<file path="src/hdl/pcb_cfg_pkg.sv">
// Constants, field layouts and enumerations shared by the power, clock and buffer configuration block.
package pcb_cfg_pkg;

  // Register addresses carried in the serial header.
  localparam logic [6:0] ADDR_POWER_CLOCK    = 7'h15;
  localparam logic [6:0] ADDR_ANALOG_BUFFER  = 7'h16;

  // Values after reset and special values.
  localparam logic [7:0] POWER_CLOCK_RESET   = 8'h00;
  localparam logic [7:0] ANALOG_BUFFER_RESET = 8'h00;
  localparam logic [7:0] POWER_DOWN_ONLY     = 8'h08;
  localparam logic [7:0] POWER_DOWN_MASK     = 8'h08;
  localparam logic [7:0] ANALOG_BUFFER_WMASK = 8'hf3;
  localparam logic [7:0] UNMAPPED_READ       = 8'h00;

  // Field positions of the power and clock register.
  localparam int CLK_SEL_HI   = 7;
  localparam int CLK_SEL_LO   = 6;
  localparam int DIV_SEL_HI   = 5;
  localparam int DIV_SEL_LO   = 4;
  localparam int PWR_DOWN_BIT = 3;
  localparam int RAW_MOD_BIT  = 2;
  localparam int PWR_LVL_HI   = 1;
  localparam int PWR_LVL_LO   = 0;

  // Field positions of the analog buffer register.
  localparam int REF_POS_HI   = 7;
  localparam int REF_POS_LO   = 6;
  localparam int REF_NEG_HI   = 5;
  localparam int REF_NEG_LO   = 4;
  localparam int AIN_POS_BIT  = 1;
  localparam int AIN_NEG_BIT  = 0;

  // Serial frame layout: read flag, 7 address bits, 8 data bits.
  localparam int         FRAME_BITS     = 16;
  localparam logic [3:0] HEADER_LAST    = 4'h7;
  localparam logic [3:0] FRAME_LAST     = 4'hf;
  localparam logic [15:0] RESUME_WORD   = 16'ha55a;

  // Number of synchronised pins and pin order in the synchroniser vector.
  localparam int SYNC_PINS = 4;
  localparam int PIN_CS_N  = 0;
  localparam int PIN_SCLK  = 1;
  localparam int PIN_SDI   = 2;
  localparam int PIN_RST_N = 3;
  // Idle pin levels loaded at reset, so that no false serial clock edge follows reset.
  localparam logic [SYNC_PINS-1:0] SYNC_IDLE = 4'h9;

  // Half periods of the modulator clock, in master clock cycles.
  localparam logic [3:0] HALF_DIV16 = 4'h8;
  localparam logic [3:0] HALF_DIV8  = 4'h4;
  localparam logic [3:0] HALF_DIV4  = 4'h2;
  localparam logic [3:0] HALF_DIV2  = 4'h1;

  typedef enum logic [1:0] {
    CLK_CMOS = 2'b00,
    CLK_XTAL = 2'b01,
    CLK_LVDS = 2'b10,
    CLK_RC   = 2'b11
  } clock_source_t;

  typedef enum logic [1:0] {
    DIV_16 = 2'b00,
    DIV_8  = 2'b01,
    DIV_4  = 2'b10,
    DIV_2  = 2'b11
  } mod_divide_t;

  typedef enum logic [1:0] {
    PWR_LOW    = 2'b00,
    PWR_MEDIAN = 2'b10,
    PWR_FAST   = 2'b11
  } core_power_t;

  typedef enum logic [1:0] {
    REF_PRECHARGE  = 2'b00,
    REF_UNBUFFERED = 2'b01,
    REF_FULL       = 2'b10
  } ref_buffering_t;

  typedef enum logic [2:0] {
    ST_IDLE   = 3'b000,
    ST_HEADER = 3'b001,
    ST_DATA   = 3'b010,
    ST_WAIT   = 3'b011,
    ST_OFF    = 3'b100
  } frame_state_t;

endpackage

</file>
<file path="src/hdl/mod_div_if.sv">
// Interface between the configuration logic and the modulator clock divider.
`timescale 1ns/100ps
interface mod_div_if;
  logic [1:0] div_sel;
  logic       run;
  logic       mod_clk;

  modport ctrl (output div_sel, output run, input mod_clk);
  modport div  (input div_sel, input run, output mod_clk);
endinterface

</file>
<file path="src/hdl/mod_clock_divider.sv">
// Divider that makes the modulator clock from the master clock.
`timescale 1ns/100ps
module mod_clock_divider (
  // Clock and reset
  input wire logic sys_clk,
  input wire logic sys_rst,
  // Divider control and output
  mod_div_if.div   dif
);

  function automatic logic [3:0] half_period(input logic [1:0] sel);
    case (sel)
      pcb_cfg_pkg::DIV_16: half_period = pcb_cfg_pkg::HALF_DIV16;
      pcb_cfg_pkg::DIV_8:  half_period = pcb_cfg_pkg::HALF_DIV8;
      pcb_cfg_pkg::DIV_4:  half_period = pcb_cfg_pkg::HALF_DIV4;
      default:             half_period = pcb_cfg_pkg::HALF_DIV2;
    endcase
  endfunction

  logic [3:0] count_reg;
  logic [3:0] count_next;
  logic       mod_clk_reg;
  logic       mod_clk_next;

  // A shorter divide chosen mid-period ends the current half at once rather than wrapping.
  wire  [3:0] half_w   = half_period(dif.div_sel);
  wire        at_end_w = (count_reg >= (half_w - 4'h1));

  assign count_next   = (!dif.run || at_end_w) ? 4'h0 : (count_reg + 4'h1);
  assign mod_clk_next = !dif.run ? 1'b0 : (at_end_w ? ~mod_clk_reg : mod_clk_reg);
  assign dif.mod_clk  = mod_clk_reg;

  always_ff @(posedge sys_clk) begin
    if (sys_rst) begin
      count_reg   <= 4'h0;
      mod_clk_reg <= 1'b0;
    end else begin
      count_reg   <= count_next;
      mod_clk_reg <= mod_clk_next;
    end
  end
endmodule

</file>
<file path="src/hdl/power_clock_buffer_config.sv">
// Power, clock and analog buffer configuration registers with their serial register port.
`timescale 1ns/100ps
// Summary of operation
// - Bits 7:6 pick the working clock source.
// - Bits 5:4 divide master clock by 16/8/4/2.
// - Power-down bit with others: whole write discarded.
// - Powered down: serial port ignores register transactions.
// - Exit power-down by reset pin, resume, power cycle.
// - Raw modulator output forces low power mode.
// - Bits 1:0 choose low, median or fast power.
// - Buffer bits 7:6 set positive reference buffering.
// - Buffer bits 5:4 set negative reference buffering.
// - Buffer bit 1 disables positive input precharge.
// - Buffer bit 0 disables negative input precharge.
// - Power and clock register at 0x15, resets 0x00.
// - Analog buffer register at 0x16, resets 0x00.
module power_clock_buffer_config (
  // Clock and power-on reset
  input  wire logic       sys_clk,
  input  wire logic       sys_rst,
  // Hardware reset pin
  input  wire logic       reset_pin_n,
  // Serial register port
  input  wire logic       spi_cs_n,
  input  wire logic       spi_sclk,
  input  wire logic       spi_sdi,
  output logic            spi_sdo,
  output logic            spi_sdo_oe_n,
  // Clock configuration
  output logic [1:0]      clock_source,
  output logic            modulator_frequency,
  // Core power configuration
  output logic            powered_down,
  output logic            raw_modulator_out_enable,
  output logic [1:0]      core_power_level,
  // Analog buffer configuration
  output logic [1:0]      pos_reference_buffering,
  output logic [1:0]      neg_reference_buffering,
  output logic            pos_input_precharge_disable,
  output logic            neg_input_precharge_disable
);

  // Pin synchronisers: three stages, a change counts once stages two and three agree.
  logic [pcb_cfg_pkg::SYNC_PINS-1:0] stage1_reg;
  logic [pcb_cfg_pkg::SYNC_PINS-1:0] stage2_reg;
  logic [pcb_cfg_pkg::SYNC_PINS-1:0] stage3_reg;
  logic [pcb_cfg_pkg::SYNC_PINS-1:0] filt_reg;
  logic [pcb_cfg_pkg::SYNC_PINS-1:0] filt_next;
  wire  [pcb_cfg_pkg::SYNC_PINS-1:0] pins_w = {reset_pin_n, spi_sdi, spi_sclk, spi_cs_n};

  genvar gi;
  generate
    for (gi = 0; gi < pcb_cfg_pkg::SYNC_PINS; gi = gi + 1) begin : g_sync
      assign filt_next[gi] = (stage2_reg[gi] == stage3_reg[gi]) ? stage3_reg[gi] : filt_reg[gi];
      always_ff @(posedge sys_clk) begin
        if (sys_rst) begin
          stage1_reg[gi] <= pcb_cfg_pkg::SYNC_IDLE[gi];
          stage2_reg[gi] <= pcb_cfg_pkg::SYNC_IDLE[gi];
          stage3_reg[gi] <= pcb_cfg_pkg::SYNC_IDLE[gi];
          filt_reg[gi]   <= pcb_cfg_pkg::SYNC_IDLE[gi];
        end else begin
          stage1_reg[gi] <= pins_w[gi];
          stage2_reg[gi] <= stage1_reg[gi];
          stage3_reg[gi] <= stage2_reg[gi];
          filt_reg[gi]   <= filt_next[gi];
        end
      end
    end
  endgenerate

  // Register read decode.
  function automatic logic [7:0] read_value(input logic [6:0] addr,
                                            input logic [7:0] pwr,
                                            input logic [7:0] abuf);
    if (addr == pcb_cfg_pkg::ADDR_POWER_CLOCK) begin
      read_value = pwr;
    end else if (addr == pcb_cfg_pkg::ADDR_ANALOG_BUFFER) begin
      read_value = abuf;
    end else begin
      read_value = pcb_cfg_pkg::UNMAPPED_READ;
    end
  endfunction

  // Effective core power: raw modulator output overrides the field, and the unused code 01 means low.
  function automatic logic [1:0] core_level(input logic [7:0] pwr);
    if (pwr[pcb_cfg_pkg::RAW_MOD_BIT]) begin
      core_level = pcb_cfg_pkg::PWR_LOW;
    end else if (pwr[pcb_cfg_pkg::PWR_LVL_HI:pcb_cfg_pkg::PWR_LVL_LO] == pcb_cfg_pkg::PWR_FAST) begin
      core_level = pcb_cfg_pkg::PWR_FAST;
    end else if (pwr[pcb_cfg_pkg::PWR_LVL_HI:pcb_cfg_pkg::PWR_LVL_LO] == pcb_cfg_pkg::PWR_MEDIAN) begin
      core_level = pcb_cfg_pkg::PWR_MEDIAN;
    end else begin
      core_level = pcb_cfg_pkg::PWR_LOW;
    end
  endfunction

  pcb_cfg_pkg::frame_state_t state_reg;
  pcb_cfg_pkg::frame_state_t state_next;
  logic [15:0] shift_reg;
  logic [15:0] shift_next;
  logic [3:0]  bit_count_reg;
  logic [3:0]  bit_count_next;
  logic [7:0]  header_reg;
  logic [7:0]  header_next;
  logic [7:0]  out_shift_reg;
  logic [7:0]  out_shift_next;
  logic        sclk_prev_reg;
  logic [7:0]  power_clock_reg;
  logic [7:0]  power_clock_next;
  logic [7:0]  analog_buffer_reg;
  logic [7:0]  analog_buffer_next;
  logic [1:0]  core_power_reg;
  logic        sdo_reg;
  logic        sdo_next;
  logic        sdo_oe_n_reg;

  // Filtered pin views and edges.
  wire cs_active_w  = !filt_reg[pcb_cfg_pkg::PIN_CS_N];
  wire sclk_w       = filt_reg[pcb_cfg_pkg::PIN_SCLK];
  wire sclk_rise_w  = sclk_w && !sclk_prev_reg;
  wire sclk_fall_w  = !sclk_w && sclk_prev_reg;
  wire hw_reset_w   = !filt_reg[pcb_cfg_pkg::PIN_RST_N];
  wire [15:0] shift_in_w = {shift_reg[14:0], filt_reg[pcb_cfg_pkg::PIN_SDI]};

  // Frame decode.
  wire       is_read_w    = header_reg[7];
  wire [6:0] addr_w       = header_reg[6:0];
  wire       header_end_w = (state_reg == pcb_cfg_pkg::ST_HEADER) && sclk_rise_w && (bit_count_reg == pcb_cfg_pkg::HEADER_LAST);
  wire       frame_end_w  = (state_reg == pcb_cfg_pkg::ST_DATA) && sclk_rise_w && (bit_count_reg == pcb_cfg_pkg::FRAME_LAST);
  wire       commit_w     = frame_end_w && !is_read_w && cs_active_w;
  wire [7:0] wdata_w      = shift_in_w[7:0];
  wire       wr_power_w   = commit_w && (addr_w == pcb_cfg_pkg::ADDR_POWER_CLOCK);
  wire       wr_abuf_w    = commit_w && (addr_w == pcb_cfg_pkg::ADDR_ANALOG_BUFFER);

  // Power-down guard: the bit alone is accepted, mixed with any other bit the write is dropped.
  wire       pd_attempt_w = wdata_w[pcb_cfg_pkg::PWR_DOWN_BIT];
  wire       pd_exact_w   = (wdata_w == pcb_cfg_pkg::POWER_DOWN_ONLY);
  wire       power_ok_w   = wr_power_w && (!pd_attempt_w || pd_exact_w);
  wire       enter_off_w  = wr_power_w && pd_exact_w;

  // While raw modulator output is chosen the power mode field keeps its old contents.
  wire [7:0] power_value_w = wdata_w[pcb_cfg_pkg::RAW_MOD_BIT] ?
                             {wdata_w[7:2], power_clock_reg[1:0]} : wdata_w;

  // The resume pattern is heard on data and clock alone, chip select is not needed.
  wire       resume_hit_w = (state_reg == pcb_cfg_pkg::ST_OFF) && sclk_rise_w &&
                            (shift_in_w == pcb_cfg_pkg::RESUME_WORD);

  wire [7:0] read_data_w = read_value(shift_in_w[6:0], power_clock_reg, analog_buffer_reg);

  // Frame sequencing.
  always_comb begin
    state_next     = state_reg;
    shift_next     = shift_reg;
    bit_count_next = bit_count_reg;
    header_next    = header_reg;
    out_shift_next = out_shift_reg;
    sdo_next       = sdo_reg;
    case (state_reg)
      pcb_cfg_pkg::ST_IDLE: begin
        bit_count_next = 4'h0;
        sdo_next       = 1'b0;
        if (cs_active_w) begin
          state_next = pcb_cfg_pkg::ST_HEADER;
        end
      end
      pcb_cfg_pkg::ST_HEADER, pcb_cfg_pkg::ST_DATA: begin
        if (sclk_rise_w) begin
          shift_next     = shift_in_w;
          bit_count_next = bit_count_reg + 4'h1;
        end
        if (header_end_w) begin
          header_next    = shift_in_w[7:0];
          out_shift_next = read_data_w;
          state_next     = pcb_cfg_pkg::ST_DATA;
        end
        if ((state_reg == pcb_cfg_pkg::ST_DATA) && sclk_fall_w && is_read_w) begin
          sdo_next       = out_shift_reg[7];
          out_shift_next = {out_shift_reg[6:0], 1'b0};
        end
        if (frame_end_w) begin
          state_next = enter_off_w ? pcb_cfg_pkg::ST_OFF : pcb_cfg_pkg::ST_WAIT;
        end
        if (!cs_active_w) begin
          state_next = pcb_cfg_pkg::ST_IDLE;
        end
      end
      pcb_cfg_pkg::ST_WAIT: begin
        if (sclk_fall_w && is_read_w) begin
          sdo_next = out_shift_reg[7];
        end
        if (!cs_active_w) begin
          state_next = pcb_cfg_pkg::ST_IDLE;
        end
      end
      pcb_cfg_pkg::ST_OFF: begin
        sdo_next = 1'b0;
        if (sclk_rise_w) begin
          shift_next = shift_in_w;
        end
        if (resume_hit_w) begin
          state_next = pcb_cfg_pkg::ST_IDLE;
        end
      end
      default: begin
        state_next = pcb_cfg_pkg::ST_IDLE;
      end
    endcase
    if (hw_reset_w) begin
      state_next = pcb_cfg_pkg::ST_IDLE;
      shift_next = 16'h0000;
    end
  end

  // Register updates.
  always_comb begin
    power_clock_next   = power_clock_reg;
    analog_buffer_next = analog_buffer_reg;
    if (hw_reset_w) begin
      power_clock_next   = pcb_cfg_pkg::POWER_CLOCK_RESET;
      analog_buffer_next = pcb_cfg_pkg::ANALOG_BUFFER_RESET;
    end else if (resume_hit_w) begin
      power_clock_next = power_clock_reg & ~pcb_cfg_pkg::POWER_DOWN_MASK;
    end else begin
      if (power_ok_w) begin
        power_clock_next = power_value_w;
      end
      if (wr_abuf_w) begin
        analog_buffer_next = wdata_w & pcb_cfg_pkg::ANALOG_BUFFER_WMASK;
      end
    end
  end

  always_ff @(posedge sys_clk) begin
    if (sys_rst) begin
      state_reg         <= pcb_cfg_pkg::ST_IDLE;
      shift_reg         <= 16'h0000;
      bit_count_reg     <= 4'h0;
      header_reg        <= 8'h00;
      out_shift_reg     <= 8'h00;
      sclk_prev_reg     <= 1'b0;
      power_clock_reg   <= pcb_cfg_pkg::POWER_CLOCK_RESET;
      analog_buffer_reg <= pcb_cfg_pkg::ANALOG_BUFFER_RESET;
      core_power_reg    <= pcb_cfg_pkg::PWR_LOW;
      sdo_reg           <= 1'b0;
      sdo_oe_n_reg      <= 1'b1;
    end else begin
      state_reg         <= state_next;
      shift_reg         <= shift_next;
      bit_count_reg     <= bit_count_next;
      header_reg        <= header_next;
      out_shift_reg     <= out_shift_next;
      sclk_prev_reg     <= sclk_w;
      power_clock_reg   <= power_clock_next;
      analog_buffer_reg <= analog_buffer_next;
      core_power_reg    <= core_level(power_clock_next);
      sdo_reg           <= sdo_next;
      sdo_oe_n_reg      <= !(((state_next == pcb_cfg_pkg::ST_DATA) || (state_next == pcb_cfg_pkg::ST_WAIT)) &&
                             header_next[7]);
    end
  end

  // Modulator clock divider, stopped while powered down.
  mod_div_if div_bus ();
  assign div_bus.div_sel = power_clock_reg[pcb_cfg_pkg::DIV_SEL_HI:pcb_cfg_pkg::DIV_SEL_LO];
  assign div_bus.run     = !power_clock_reg[pcb_cfg_pkg::PWR_DOWN_BIT];

  mod_clock_divider u_divider (
    .sys_clk (sys_clk),
    .sys_rst (sys_rst),
    .dif     (div_bus)
  );

  // Outputs, each straight from a flip-flop.
  assign spi_sdo                     = sdo_reg;
  assign spi_sdo_oe_n                = sdo_oe_n_reg;
  assign clock_source                = power_clock_reg[pcb_cfg_pkg::CLK_SEL_HI:pcb_cfg_pkg::CLK_SEL_LO];
  assign modulator_frequency         = div_bus.mod_clk;
  assign powered_down                = power_clock_reg[pcb_cfg_pkg::PWR_DOWN_BIT];
  assign raw_modulator_out_enable    = power_clock_reg[pcb_cfg_pkg::RAW_MOD_BIT];
  assign core_power_level            = core_power_reg;
  assign pos_reference_buffering     = analog_buffer_reg[pcb_cfg_pkg::REF_POS_HI:pcb_cfg_pkg::REF_POS_LO];
  assign neg_reference_buffering     = analog_buffer_reg[pcb_cfg_pkg::REF_NEG_HI:pcb_cfg_pkg::REF_NEG_LO];
  assign pos_input_precharge_disable = analog_buffer_reg[pcb_cfg_pkg::AIN_POS_BIT];
  assign neg_input_precharge_disable = analog_buffer_reg[pcb_cfg_pkg::AIN_NEG_BIT];
endmodule

</file>
<file path="config.mk">
export PLATFORM = sky130hd
export DESIGN_NAME = power_clock_buffer_config
export DESIGN_NICKNAME = d
export VERILOG_FILES = /design/src/hdl/pcb_cfg_pkg.sv /design/src/hdl/mod_div_if.sv /design/src/hdl/mod_clock_divider.sv /design/src/hdl/power_clock_buffer_config.sv
export SDC_FILE = /design/constraint.sdc
export NUM_CORES = 1
export LEC_CHECK = 0
export ABC_AREA = 0
export BUFFER_PORTS_ARGS = -buffer_cell sky130_fd_sc_hd__buf_2
export CORE_MARGIN = 2
export CORE_UTILIZATION = 55
export DETAILED_ROUTE_END_ITERATION = 6
export GPL_TIMING_DRIVEN = 0
export PLACE_DENSITY = 0.72
export SLEW_MARGIN = 10
export SYNTH_ARGS = -nofsm -noshare
export SYNTH_HDL_FRONTEND = slang
export SYNTH_SLANG_ARGS = --single-unit
</file>
<file path="constraint.sdc">
create_clock -name sys_clk -period 2.9 [get_ports sys_clk]
set_input_delay 0.435 -clock sys_clk [delete_from_list [all_inputs] [get_ports sys_clk]]
set_output_delay 0.435 -clock sys_clk [all_outputs]
set_load 0.005 [all_outputs]
</file>
==> metrics.csv <==
metric;value;unit
Pleak;1.51;nW
Crit path largest cell delay;0.55;ns
Filler cells;482;
# rows;27;
Yosys reg bits;78;
Hold Crit Endpoint;stage1_reg[0];
worst r2r path cells;8;
Comb pwr share;2.3;%
Final WS setup;0.607;ns
unique cell type count in the Yosys netlist;47;
maximum fanout along the worst path;10;
final RePlAce weighted congestion;0.852;
number of global-route vias before repair;2389;
Post-route DRC;0;
CP max-delay cell;or4_1;
hold path startpoint;spi_cs_n;
Area contributors post-synth;dfxtp_1 (49%), mux2i_1 (8.2%), nor2_1 (5.8%), a21oi_1 (4.7%), nand2_1 (3.2%);
Mean Syn Cell Area;9.18;um2
Clock Power Share;42.9;%
worst vdd ir;312;uV
Commonest cells post-synth;dfxtp_1 (78), nor2_1 (49), a21oi_1 (30), nand2_1 (27), mux2i_1 (26);
Placed Area;3370;um2
pwr/cell area;555;nW/um2
Mapped Area;3180;um2
number of flops mapped to enable cells by yosys;0;
CP dominant cell by count;clkbuf_1;
largest net degree at the start of global routing;13;
TNS Setup;0;ns
Worst Skew;0.0102;ns
clock-pin slew on the worst setup and hold paths;0.08;ns
Finish-stage setup viols;0;
initial antenna violation count;0;
CTS tree;built;
routed wire length;6.67;mm
Crit Path Class;reg2reg;
Max-Cap Viols;0;
met1 usage;29.2;%
DP Worst Slack;0.638;ns
sequential fraction of the synthesis area;49.0;%
CTS Root Cell;clkbuf_8;
crit share post-route;79.1;%
layout cells sized above 1;13.9;%
initial core utilization;57.5;%
M3 GR Usage;4.16;%
fin area;3580;um2
Num CTS Buffers;9;
Ant. Diodes;0;
postcts setup bufs;0;
Top FF cell, synth;dfxtp_1;
met2 GRT Util;36.3;%
Hold Crit Class;in2reg;
DRT iter0 DRCs;166;
drt wl/cell;14.7;um
total track usage;22.5;%
Clk Latency, worst-skew pair;0.35;ns
worst hold path depth;2;
Internal;1.57;mW
Worst slew margin;32.4;%
Synth top area share;49.0;%
port bufs;20;
asr flop ratio synth;0;%
DP HPWL;4.66;mm
Critical Path AT;2.52;ns
via count;2483;
I/O pins;21;
Cell Chain, Critical Path;ha_1 > nand4b_1 > or4_1 > clkbuf_1 > clkbuf_1 > nand2_1 > a2bb2oi_1 > nor2_1;
Worst-Margin Slew;1.00;ns
Hold Buf Count CTS;0;
Worst EP required;3.13;ns
post-route antenna net violation count;0;
r2r endpoint;out_shift_reg[0];
RSZ-0062 raised after global routing;no;
first-pass GRT wire length;11.2;mm
outcome;completed;
worst-case clock buffer depth;2;
Synthesized Nets;358;
post-route minimum period;2.29;ns
synth warn;0;
Post-Syn Instances;347;
die area;6410;um2
sw power;411;uW
Core Area;5540;um2
Yosys top cell by area;dfxtp_1;
Final nets;389;
H-Tree Level Count;3;
startpoint class of the critical path;flop;
clock sinks;78;
worst r2r src;bit_count_reg[0];
Largest register FFs;15;
top-count cell post-synth;dfxtp_1;
post_cts resized;0;
area grow syn2layout;12.3;%
Crit path max-delay family;simple AND/OR/NAND/NOR gates;
Top Usage Layer GRT;met2;
R2R Setup Slk;0.61;ns
sw frac;20.7;%
die width;80.1;um
die height;80.1;um
Max Freq;0.436;GHz
WP buf/inv;2;
Slew Viols, Final;0;
final hold vios;0;
iteration count of the initial detailed-routing pass;4;
CP Capture Type;flop;
Via-to-Cell Ratio;5.47;
power share of the sequential group;54.8;%
final global-route overflow total;0;
-- layout make-up --
class | count | area, um2 | share of cell area, %
sequential | 78 | 1560 | 43.7
multi-input combinational | 241 | 1510 | 42.1
clock buffer | 10 | 128 | 3.57
timing repair buffer | 20 | 100 | 2.80
buffer | 23 | 97.6 | 2.73
tap | 72 | 90.1 | 2.52
clock inverter | 5 | 75.1 | 2.10
inverter | 5 | 18.8 | 0.525
-- per-stage QoR --
| step | instances | utilization (%) | hold WS (ns) | power [mW] |
|---|---|---|---|---|
| floorplan | 347 | - | 0.389 | 1.14 |
| global placement | 439 | 60.9 | 0.395 | 1.16 |
| detailed placement | 439 | 60.9 | 0.394 | 1.16 |
| CTS | 454 | 64.6 | 0.262 | 2.00 |
| global route | 454 | 64.6 | 0.284 | 2.05 |
| finish | 454 | 64.6 | 0.270 | 1.99 |
-- power groups by stage --
stage                     Clock (mW)  Combinational [mW]  Sequential (mW)
after CTS                      0.863              0.0460             1.09
final                          0.853              0.0454             1.09
after global placement             0              0.0442             1.11
after detailed placement           0              0.0456             1.11
after floorplan                    0              0.0316             1.11
after global routing           0.908              0.0529             1.09
-- per-layer routing --
metal,vias up,part of all wire (%)
met5,-,0
met4,0,2.3
met3,12,3.7
met2,56,47
met1,1154,47
li1,1261,-
-- layout by cell type, fill, tap and decap left out, types with 3 or more instances in the layout --
master / synthesis / routed
nand2b_1: 5 / 5
clkbuf_1: 18 / 19
nand3_1: 16 / 16
a221oi_1: 6 / 6
clkbuf_8: 0 / 9
nor3_1: 7 / 7
xnor2_1: 3 / 3
nand4b_1: 4 / 4
nand3b_1: 3 / 3
nor2_1: 49 / 49
a21o_1: 3 / 3
buf_2: 3 / 23
o21ai_0: 5 / 5
a21oi_1: 30 / 30
nor2b_1: 9 / 9
or2_2: 8 / 8
inv_1: 5 / 5
dfxtp_1: 78 / 78
mux2i_1: 26 / 26
ha_1: 5 / 5
clkinv_2: 0 / 3
nand2_1: 27 / 27
-- worst register-to-register path: cells and delay by family, from the launching register on --
family          cells  cell delay (ns)
fa+ha+maj           1             0.21
compound gates      1             0.16
flops               1             0.38
simple gates        4             0.97
buf+inv             2             0.46
-- worst max path at each step --
stage / from / end / slack, ns / depth (start not counted)
after floorplan: filt_reg[0] / power_clock_reg[0] / 0.86 / 5
after global placement: bit_count_reg[0] / out_shift_reg[0] / 0.67 / 8
after detailed placement: bit_count_reg[0] / out_shift_reg[0] / 0.64 / 8
after CTS: state_reg[1] / shift_reg[6] / 0.61 / 8
after global routing: bit_count_reg[0] / spi_sdo_oe_n / 0.42 / 6
final: bit_count_reg[0] / out_shift_reg[0] / 0.61 / 8
-- kinds of logic (layout without fill, tap and decap cells) --
family	Yosys count	in the layout	synth area share, %
simple gates	149	149	24.9
flops	78	78	49.0
compound gates	56	56	10.9
buf+inv	28	63	3.65
mux	26	26	8.17
fa+ha+maj	5	5	1.96
xor+xnor	5	5	1.38
Note: power is estimated with default switching activity, not from simulation.
